==> src/rtl/clk_irq_rst_pkg.sv <==
// Constants, register map and carrier types of the clock interrupt and peripheral reset block
package clk_irq_rst_pkg;

  // ****************************************
  // Register map
  // ****************************************
  localparam int ADDR_W = 12;
  localparam int DATA_W = 32;
  localparam logic [11:0] CLOCK_CONTROL_OFF = 12'h000;
  localparam logic [11:0] CLOCK_INTERRUPT_CONTROL_OFF = 12'h008;
  localparam logic [11:0] FAST_BUS_PERIPHERAL_RESET_OFF = 12'h00c;
  localparam logic [11:0] SLOW_BUS_PERIPHERAL_RESET_OFF = 12'h010;
  localparam logic [31:0] REG_RESET_VALUE = 32'h00000000;

  // ****************************************
  // Field positions
  // ****************************************
  localparam int N_SRC = 5;
  localparam int READY_FLAG_LSB = 0;
  localparam int FAIL_FLAG_BIT = 7;
  localparam int READY_IRQ_ON_LSB = 8;
  localparam int READY_CLEAR_LSB = 16;
  localparam int FAIL_CLEAR_BIT = 23;
  localparam int FAIL_DETECTOR_ON_BIT = 19;

  // Writable bits of the two reset registers
  localparam logic [31:0] SLOW_BUS_RESET_MASK = 32'h127e_4a0f;
  localparam logic [31:0] FAST_BUS_RESET_MASK = 32'h0038_5abf;

  // ****************************************
  // Carrier types
  // ****************************************
  typedef struct packed {
    logic pll;
    logic fastXtal;
    logic fastRc;
    logic slowXtal;
    logic slowRc;
  } clk_ready_s;

  typedef struct packed {
    logic powerCtlUnitReset;
    logic canCtlReset;
    logic secondI2cReset;
    logic firstI2cReset;
    logic [3:0] serialPortReset;
    logic secondSpiReset;
    logic windowWatchdogReset;
    logic comparatorReset;
    logic [3:0] timerReset;
  } slow_rst_s;

  typedef struct packed {
    logic [2:0] timerReset;
    logic serialPort1Reset;
    logic firstSpiReset;
    logic advTimerReset;
    logic converterReset;
    logic portFReset;
    logic portDReset;
    logic portCReset;
    logic portBReset;
    logic portAReset;
    logic extIrqUnitReset;
    logic pinRemapReset;
  } fast_rst_s;

endpackage

==> src/rtl/ready_flag_cell.sv <==
// Sticky flag set on a rising edge of a qualified level, cleared by software
`timescale 1ns/1ps
module ready_flag_cell
(
  input wire logic mclk,
  input wire logic srst,
  input wire logic level,
  input wire logic arm,
  input wire logic clear,
  output logic flag
);

  logic prevLevel_ff;
  logic flag_ff;
  wire logic rise;
  wire logic nxt_flag;

  // Edge, not level: a flag cleared while the source stays ready stays clear
  assign rise = level & ~prevLevel_ff & arm;
  // Set beats a simultaneous clear so no event is lost
  assign nxt_flag = rise | (flag_ff & ~clear);
  assign flag = flag_ff;

  always_ff @(posedge mclk)
  begin
    if (srst)
    begin
      prevLevel_ff <= 1'b0;
      flag_ff <= 1'b0;
    end
    else
    begin
      prevLevel_ff <= level;
      flag_ff <= nxt_flag;
    end
  end

endmodule

==> src/rtl/clock_irq_and_periph_reset.sv <==
// Clock ready interrupt flags, clock failure flag and peripheral reset lines
//
// Design decisions made here: the strobed register port and the register addresses.
`timescale 1ns/1ps
module clock_irq_and_periph_reset
#(
  parameter int ADDR_W = clk_irq_rst_pkg::ADDR_W
)
(
  input wire logic mclk,
  input wire logic srst,
  input wire logic [ADDR_W-1:0] addr,
  input wire logic [31:0] wrData,
  input wire logic wrStb,
  input wire logic rdStb,
  output logic [31:0] rdData,
  input wire clk_irq_rst_pkg::clk_ready_s clkReady,
  input wire logic fastXtalFail,
  output logic clkIrq,
  output logic failDetectorOn,
  output clk_irq_rst_pkg::slow_rst_s slowBusReset,
  output clk_irq_rst_pkg::fast_rst_s fastBusReset
);

  // ****************************************
  // Address decode
  // ****************************************
  wire logic selCtrl;
  wire logic selInt;
  wire logic selFast;
  wire logic selSlow;
  wire logic wrCtrl;
  wire logic wrInt;
  wire logic wrFast;
  wire logic wrSlow;

  assign selCtrl = addr == ADDR_W'(clk_irq_rst_pkg::CLOCK_CONTROL_OFF);
  assign selInt = addr == ADDR_W'(clk_irq_rst_pkg::CLOCK_INTERRUPT_CONTROL_OFF);
  assign selFast = addr == ADDR_W'(clk_irq_rst_pkg::FAST_BUS_PERIPHERAL_RESET_OFF);
  assign selSlow = addr == ADDR_W'(clk_irq_rst_pkg::SLOW_BUS_PERIPHERAL_RESET_OFF);

  // ****************************************
  // Write strobes
  // ****************************************
  // Strobes qualified by a whole-word address match
  assign wrCtrl = wrStb & selCtrl;
  assign wrInt = wrStb & selInt;
  assign wrFast = wrStb & selFast;
  assign wrSlow = wrStb & selSlow;

  // ****************************************
  // Access qualification
  // ****************************************
  wire logic hitAny;
  wire logic rdHit;

  // Reads of unmapped offsets return zero, never stale data
  assign hitAny = selCtrl | selInt | selFast | selSlow;
  assign rdHit = rdStb & hitAny;

  // ****************************************
  // Storage
  // ****************************************
  // Software-owned state
  logic detectorOn_ff;
  logic [clk_irq_rst_pkg::N_SRC-1:0] readyIrqOn_ff;
  logic [31:0] fastReset_ff;
  logic [31:0] slowReset_ff;

  // Registered outputs
  logic [31:0] rdData_ff;
  logic irq_ff;

  wire logic nxt_detectorOn;
  wire logic [clk_irq_rst_pkg::N_SRC-1:0] nxt_readyIrqOn;
  wire logic [31:0] nxt_fastReset;
  wire logic [31:0] nxt_slowReset;

  // ****************************************
  // Next register values
  // ****************************************
  // Each value holds unless its own register is written

  assign nxt_detectorOn = wrCtrl ? wrData[clk_irq_rst_pkg::FAIL_DETECTOR_ON_BIT] : detectorOn_ff;
  assign nxt_readyIrqOn = wrInt
    ? wrData[clk_irq_rst_pkg::READY_IRQ_ON_LSB +: clk_irq_rst_pkg::N_SRC]
    : readyIrqOn_ff;

  // ****************************************
  // Write data masking
  // ****************************************
  // Reserved bits never store, so they always read zero
  assign nxt_fastReset = wrFast ? (wrData & clk_irq_rst_pkg::FAST_BUS_RESET_MASK) : fastReset_ff;
  assign nxt_slowReset = wrSlow ? (wrData & clk_irq_rst_pkg::SLOW_BUS_RESET_MASK) : slowReset_ff;

  // ****************************************
  // Register updates
  // ****************************************
  // Separate processes keep every reset path short
  always_ff @(posedge mclk)
  begin
    if (srst)
    begin
      detectorOn_ff <= 1'b0;
    end
    else
    begin
      detectorOn_ff <= nxt_detectorOn;
    end
  end

  // Interrupt enables start disabled
  always_ff @(posedge mclk)
  begin
    if (srst)
    begin
      readyIrqOn_ff <= '0;
    end
    else
    begin
      readyIrqOn_ff <= nxt_readyIrqOn;
    end
  end

  // Reset lines come out of reset released
  always_ff @(posedge mclk)
  begin
    if (srst)
    begin
      fastReset_ff <= clk_irq_rst_pkg::REG_RESET_VALUE;
    end
    else
    begin
      fastReset_ff <= nxt_fastReset;
    end
  end

  // Slow bus lines likewise
  always_ff @(posedge mclk)
  begin
    if (srst)
    begin
      slowReset_ff <= clk_irq_rst_pkg::REG_RESET_VALUE;
    end
    else
    begin
      slowReset_ff <= nxt_slowReset;
    end
  end

  // ****************************************
  // Ready and failure flags
  // ****************************************
  wire logic [clk_irq_rst_pkg::N_SRC-1:0] readyLevel;
  wire logic [clk_irq_rst_pkg::N_SRC-1:0] readyClear;
  wire logic [clk_irq_rst_pkg::N_SRC-1:0] readyFlag;
  wire logic failClear;
  wire logic failFlag;

  // Bit 4 pll, 3 fast crystal, 2 fast RC, 1 slow crystal, 0 slow RC
  assign readyLevel = clkReady;

  // ****************************************
  // Clear strobes
  // ****************************************
  // Clear bits act only on a write of one; zeros leave flags alone
  generate
    for (genvar c = 0; c < clk_irq_rst_pkg::N_SRC; c++)
    begin : g_clear
      assign readyClear[c] = wrInt & wrData[clk_irq_rst_pkg::READY_CLEAR_LSB + c];
    end
  endgenerate
  assign failClear = wrInt & wrData[clk_irq_rst_pkg::FAIL_CLEAR_BIT];

  // ****************************************
  // Ready flag cells
  // ****************************************
  // Edge detection lives in each cell
  generate
    for (genvar i = 0; i < clk_irq_rst_pkg::N_SRC; i++)
    begin : g_ready
      ready_flag_cell u_cell
      (
        .mclk(mclk),
        .srst(srst),
        .level(readyLevel[i]),
        .arm(1'b1),
        .clear(readyClear[i]),
        .flag(readyFlag[i])
      );
    end
  endgenerate

  // ****************************************
  // Failure flag cell
  // ****************************************
  // Failures are only seen while the detector is switched on,
  // and a flag already set survives the detector being turned off
  ready_flag_cell u_fail
  (
    .mclk(mclk),
    .srst(srst),
    .level(fastXtalFail),
    .arm(detectorOn_ff),
    .clear(failClear),
    .flag(failFlag)
  );

  // ****************************************
  // Interrupt request
  // ****************************************
  wire logic [clk_irq_rst_pkg::N_SRC-1:0] readyPending;
  wire logic anyReadyPending;
  wire logic nxt_irq;

  // ****************************************
  // Pending sources
  // ****************************************
  // The failure flag has no enable of its own
  assign readyPending = readyFlag & readyIrqOn_ff;
  assign anyReadyPending = |readyPending;
  assign nxt_irq = anyReadyPending | failFlag;

  // ****************************************
  // Request register
  // ****************************************
  // Registered so the request line never glitches
  always_ff @(posedge mclk)
  begin
    if (srst)
    begin
      irq_ff <= 1'b0;
    end
    else
    begin
      irq_ff <= nxt_irq;
    end
  end

  // ****************************************
  // Read path
  // ****************************************
  wire logic [31:0] ctrlView;
  wire logic [31:0] intEnableField;
  wire logic [31:0] intFailField;
  wire logic [31:0] intFlagField;
  wire logic [31:0] intView;

  wire logic [31:0] ctrlPart;
  wire logic [31:0] intPart;
  wire logic [31:0] fastPart;
  wire logic [31:0] slowPart;

  wire logic [31:0] rdMux;
  wire logic [31:0] nxt_rdData;

  // Only the detector enable lives in the control word
  assign ctrlView = 32'(detectorOn_ff) << clk_irq_rst_pkg::FAIL_DETECTOR_ON_BIT;

  // Clear bits are write-only and read back as zero
  assign intEnableField = 32'(readyIrqOn_ff) << clk_irq_rst_pkg::READY_IRQ_ON_LSB;
  assign intFailField = 32'(failFlag) << clk_irq_rst_pkg::FAIL_FLAG_BIT;
  assign intFlagField = 32'(readyFlag) << clk_irq_rst_pkg::READY_FLAG_LSB;
  assign intView = intEnableField | intFailField | intFlagField;

  // ****************************************
  // Read select
  // ****************************************
  // Selects are one-hot, so an OR of gated views needs no priority chain
  assign ctrlPart = {32{selCtrl}} & ctrlView;
  assign intPart = {32{selInt}} & intView;
  assign fastPart = {32{selFast}} & fastReset_ff;
  assign slowPart = {32{selSlow}} & slowReset_ff;
  assign rdMux = ctrlPart | intPart | fastPart | slowPart;

  // Unmapped offsets fall through to zero
  // Data stand only in the cycle after the strobe, zero otherwise
  assign nxt_rdData = rdHit ? rdMux : 32'h00000000;

  always_ff @(posedge mclk)
  begin
    if (srst)
    begin
      rdData_ff <= 32'h00000000;
    end
    else
    begin
      rdData_ff <= nxt_rdData;
    end
  end

  // ****************************************
  // Outputs
  // ****************************************
  // Every output is a flop or a slice of one
  assign rdData = rdData_ff;
  assign clkIrq = irq_ff;
  assign failDetectorOn = detectorOn_ff;

  // ****************************************
  // Slow bus reset lines
  // ****************************************
  // Each line holds its unit in reset while its bit is one
  assign slowBusReset.powerCtlUnitReset = slowReset_ff[28];
  assign slowBusReset.canCtlReset = slowReset_ff[25];
  assign slowBusReset.secondI2cReset = slowReset_ff[22];
  assign slowBusReset.firstI2cReset = slowReset_ff[21];
  assign slowBusReset.secondSpiReset = slowReset_ff[14];
  assign slowBusReset.windowWatchdogReset = slowReset_ff[11];
  assign slowBusReset.comparatorReset = slowReset_ff[9];

  // Serial ports and timers two to five, lowest unit at the lowest bit
  generate
    for (genvar p = 0; p < 4; p++)
    begin : g_slow_multi
      assign slowBusReset.serialPortReset[p] = slowReset_ff[17 + p];
      assign slowBusReset.timerReset[p] = slowReset_ff[p];
    end
  endgenerate

  // ****************************************
  // Fast bus reset lines
  // ****************************************
  // Three timers at the top of the field
  generate
    for (genvar t = 0; t < 3; t++)
    begin : g_fast_timer
      assign fastBusReset.timerReset[t] = fastReset_ff[19 + t];
    end
  endgenerate

  // Single units, one bit each
  assign fastBusReset.serialPort1Reset = fastReset_ff[14];
  assign fastBusReset.firstSpiReset = fastReset_ff[12];
  assign fastBusReset.advTimerReset = fastReset_ff[11];
  assign fastBusReset.converterReset = fastReset_ff[9];
  assign fastBusReset.portFReset = fastReset_ff[7];
  assign fastBusReset.portDReset = fastReset_ff[5];
  assign fastBusReset.portCReset = fastReset_ff[4];
  assign fastBusReset.portBReset = fastReset_ff[3];
  assign fastBusReset.portAReset = fastReset_ff[2];
  assign fastBusReset.extIrqUnitReset = fastReset_ff[1];
  assign fastBusReset.pinRemapReset = fastReset_ff[0];

endmodule

==> config.mk <==
export PLATFORM = sky130hd
export DESIGN_NAME = clock_irq_and_periph_reset
export DESIGN_NICKNAME = d
export VERILOG_FILES = /design/src/rtl/clk_irq_rst_pkg.sv /design/src/rtl/ready_flag_cell.sv /design/src/rtl/clock_irq_and_periph_reset.sv
export SDC_FILE = /design/constraint.sdc
export NUM_CORES = 1
export LEC_CHECK = 0
export ABC_AREA = 1
export BUFFER_PORTS_ARGS = -buffer_cell sky130_fd_sc_hd__buf_2
export CORE_ASPECT_RATIO = 1.4
export CORE_MARGIN = 10
export CORE_UTILIZATION = 50
export CTS_BUF_LIST = sky130_fd_sc_hd__clkbuf_4 sky130_fd_sc_hd__clkbuf_8
export DETAILED_ROUTE_END_ITERATION = 12
export GPL_ROUTABILITY_DRIVEN = 0
export GPL_TIMING_DRIVEN = 0
export PLACE_DENSITY = 0.81
export SYNTH_ARGS = -nofsm -noshare
export SYNTH_HDL_FRONTEND = slang
export SYNTH_HIERARCHICAL = 1
export SYNTH_SLANG_ARGS = --single-unit
==> constraint.sdc <==
create_clock -name mclk -period 1.4 [get_ports mclk]
set_clock_uncertainty 0.1 [all_clocks]
set_input_delay 0.07 -clock mclk [delete_from_list [all_inputs] [get_ports mclk]]
set_output_delay 0.07 -clock mclk [all_outputs]
set_load 0.02 [all_outputs]
==> flow_metrics.tcl <==
set metrics [dict create \
    required_ns 1.55 \
    crit_type "input port to register" \
    grt_pass1_wl_um 14500 \
    die_y_um 113 \
    clk_path_buf_depth 2 \
    clock_sinks 69 \
    syn_to_final_growth_pct 36.1 \
    hold_start "srst" \
    drt-wirelength-per-cell_um 13.2 \
    final_cell_mix "nor2_1, nand2_1, buf_2" \
    final_common_cell "nor2_1" \
    drive_gt1_frac 0.261 \
    setup.worst_path.start "wrStb" \
    regToRegStartpoint "g_ready[1].u_cell/flag$_SDFF_PP0_" \
    path_cells "dlygate4sd3_1 > buf_2 > nand3_4 > buf_4 > nor2_1 > nand3b_1 > nand2_1" \
    crit_buf_inv 3 \
    synth_area_um2 3090 \
    max_freq_mhz 775 \
    clk-insertion-delay-late_ns 0.35 \
    r2r_cells 4 \
    min_path_cells 2 \
    core_um2 5950 \
    crit_path_start_kind "input port" \
    ioPinCount 117 \
    vias 3165 \
    overflow 0 \
    drcViolationCount 0 \
    slew_violations 0 \
    setup_violations 0 \
    die_width_um 86.4 \
    fin_util 0.706 \
    p_int_mw 2.82 \
    period_minus_slack_ns 1.29 \
    antenna_found_initial 0 \
    ir_worst_vdd_mv 0.747 \
    pwr-share-clk 0.386 \
    row_count 33 \
    p_sw_mw 0.915 \
    reg2reg_slack_ns 0.38 \
    ys_ff_latch 69 \
    min_path_type "input port to register" \
    crit_family "buffers and inverters" \
    hold_path_end "failDetectorOn$_SDFFE_PP0P_" \
    dp_cells 637 \
    rsz0062_at_grt "no" \
    clock-root-buffer "clkbuf_8" \
    grt_pass1_vias 3107 \
    grt_start_max_net_pins 17 \
    status "completed" \
    dp_hpwl_um 6690 \
    htree_levels 3 \
    synth_seq_area_share 0.448 \
    period_share 0.922 \
    slew_headroom 0.664 \
    p_leak_nw 2.38 \
    max_stage_delay_ns 0.54 \
    drv_cap 0 \
    holdWs_ns 0.0417 \
    synth.distinct_cells 21 \
    critPathArrivalTime_ns 1.44 \
    drtAntennaViolNets 0 \
    dieArea_um2 9760 \
    worstPathMaxFanout 10 \
    tritoncts "yes" \
    end_kind "register" \
    port_buffers 96 \
    syn-instance-count 457 \
    hold_viol 0 \
    n_fill_cell 523 \
    cts.clk_slew.worst_paths_ns 0.07 \
    cts_setup_buffers 0 \
    power_mw 3.74 \
    initial_utilization 0.519 \
    worst_slew_pin_slew_ns 0.504 \
    power_density_nw_per_um2 890 \
    num_antenna_cells 0 \
    p_sw_frac 0.245 \
    avgViaCountPerCell 4.63 \
    cpMaxStageDelayCell "dlygate4sd3_1" \
    yosysWarnings 6 \
    p_comb_frac 0.080 \
    totalWireLength_um 9010 \
    r2r_end "clkIrq$_SDFF_PP0_" \
    p_seq_frac 0.534 \
    numCtsBuffers 9 \
    timing.setup.tns_ns 0 \
    final_nets 663 \
    synth.avg_cell_area_um2 6.75 \
    firstDrtPassIters 4 \
    fin_cells 683 \
    drt_iter0_drc 255 \
    grt_usage 0.183 \
]
-- cells in the mapped netlist --
| master | n | area, um^2 |
|---|---|---|
| nor2_4 | 2 | 22.5 |
| inv_1 | 78 | 293 |
| nor2_2 | 18 | 113 |
| a221oi_1 | 1 | 8.76 |
| dfxtp_1 | 69 | 1380 |
| nand3_4 | 1 | 17.5 |
| nand3_1 | 25 | 125 |
| nand2_1 | 101 | 379 |
| buf_4 | 12 | 90.1 |
| a21oi_1 | 3 | 15.0 |
| buf_2 | 6 | 30.0 |
| clkbuf_1 | 5 | 18.8 |
| nand3_2 | 1 | 10.0 |
| nand4_1 | 6 | 37.5 |
| nand3b_1 | 6 | 45.0 |
| nand2_2 | 3 | 18.8 |
| o21ai_0 | 7 | 35.0 |
| nor2_1 | 107 | 402 |
| inv_2 | 1 | 3.75 |
| buf_6 | 3 | 33.8 |
| conb_1 | 2 | 7.51 |
-- cells by family after synthesis --
kind of cell,synth area share
simple gates,0.379
buf+inv,0.152
flops,0.448
compound gates,0.0190
other cells,0.00243
-- registers in the layout (all words and copies together), names as in the netlist --
name / cells
clkIrq: 1
u_fail/flag: 1
readyIrqOn_ff: 5
rdData: 21
g_ready.u_cell/prevLevel_ff: 5
fastReset_ff: 14
u_fail/prevLevel_ff: 1
g_ready.u_cell/flag: 5
slowReset_ff: 15
failDetectorOn: 1
-- power groups by stage --
stage	logic, mW	clock network [mW]	registers (mW)
finish	0.298	1.44	2.00
global placement	0.219	0	2.04
global route	0.327	1.53	2.00
CTS	0.291	1.45	2.00
floorplan	0.123	0	2.04
detailed placement	0.223	0	2.04
-- final cells by class --
class / instances / area (um^2) / area share
Inverter: 79 / 297 / 0.0706
Clock buffer: 11 / 145 / 0.0346
Tap cell: 70 / 87.6 / 0.0209
Buffer: 26 / 178 / 0.0423
Timing Repair Buffer: 127 / 791 / 0.188
Clock inverter: 4 / 25.0 / 0.00596
Multi-Input combinational cell: 297 / 1300 / 0.309
Sequential cell: 69 / 1380 / 0.329
-- how the worst max path moves through the flow --
stage | endpoint | slack (ns) | cells after the start
finish | u_fail/flag$_SDFF_PP0_ | 0.11 | 7
global route | u_fail/flag$_SDFF_PP0_ | 0.05 | 7
CTS | slowReset_ff[17]$_SDFFE_PP0P_ | 0.07 | 6
detailed placement | fastReset_ff[4]$_SDFFE_PP0P_ | -0.29 | 6
global placement | fastReset_ff[3]$_SDFFE_PP0P_ | -0.24 | 6
floorplan | g_ready[0].u_cell/flag$_SDFF_PP0_ | 0.14 | 9
-- metrics by stage --
step,setup WS (ns),instance area [um^2]
after floorplan,0.138,3140
after global placement,-0.245,3710
after detailed placement,-0.289,3710
after CTS,0.0659,4190
after global routing,0.0542,4200
final,0.109,4200
-- routing by layer --
metal	global-route usage	vias up	share of wire
li1	-	1622	-
met5	0	-	0
met3	0.0704	19	0.095
met1	0.186	1398	0.37
met4	0.0997	0	0.026
met2	0.313	126	0.51
-- timing repair --
item                                   in CTS  in global routing
gates resized for setup                     0                  7
hold buffers                               31                  0
setup endpoints to repair                   0                 20
endpoints found under the hold margin      52                  0
Power figures use the tool's default switching activity.
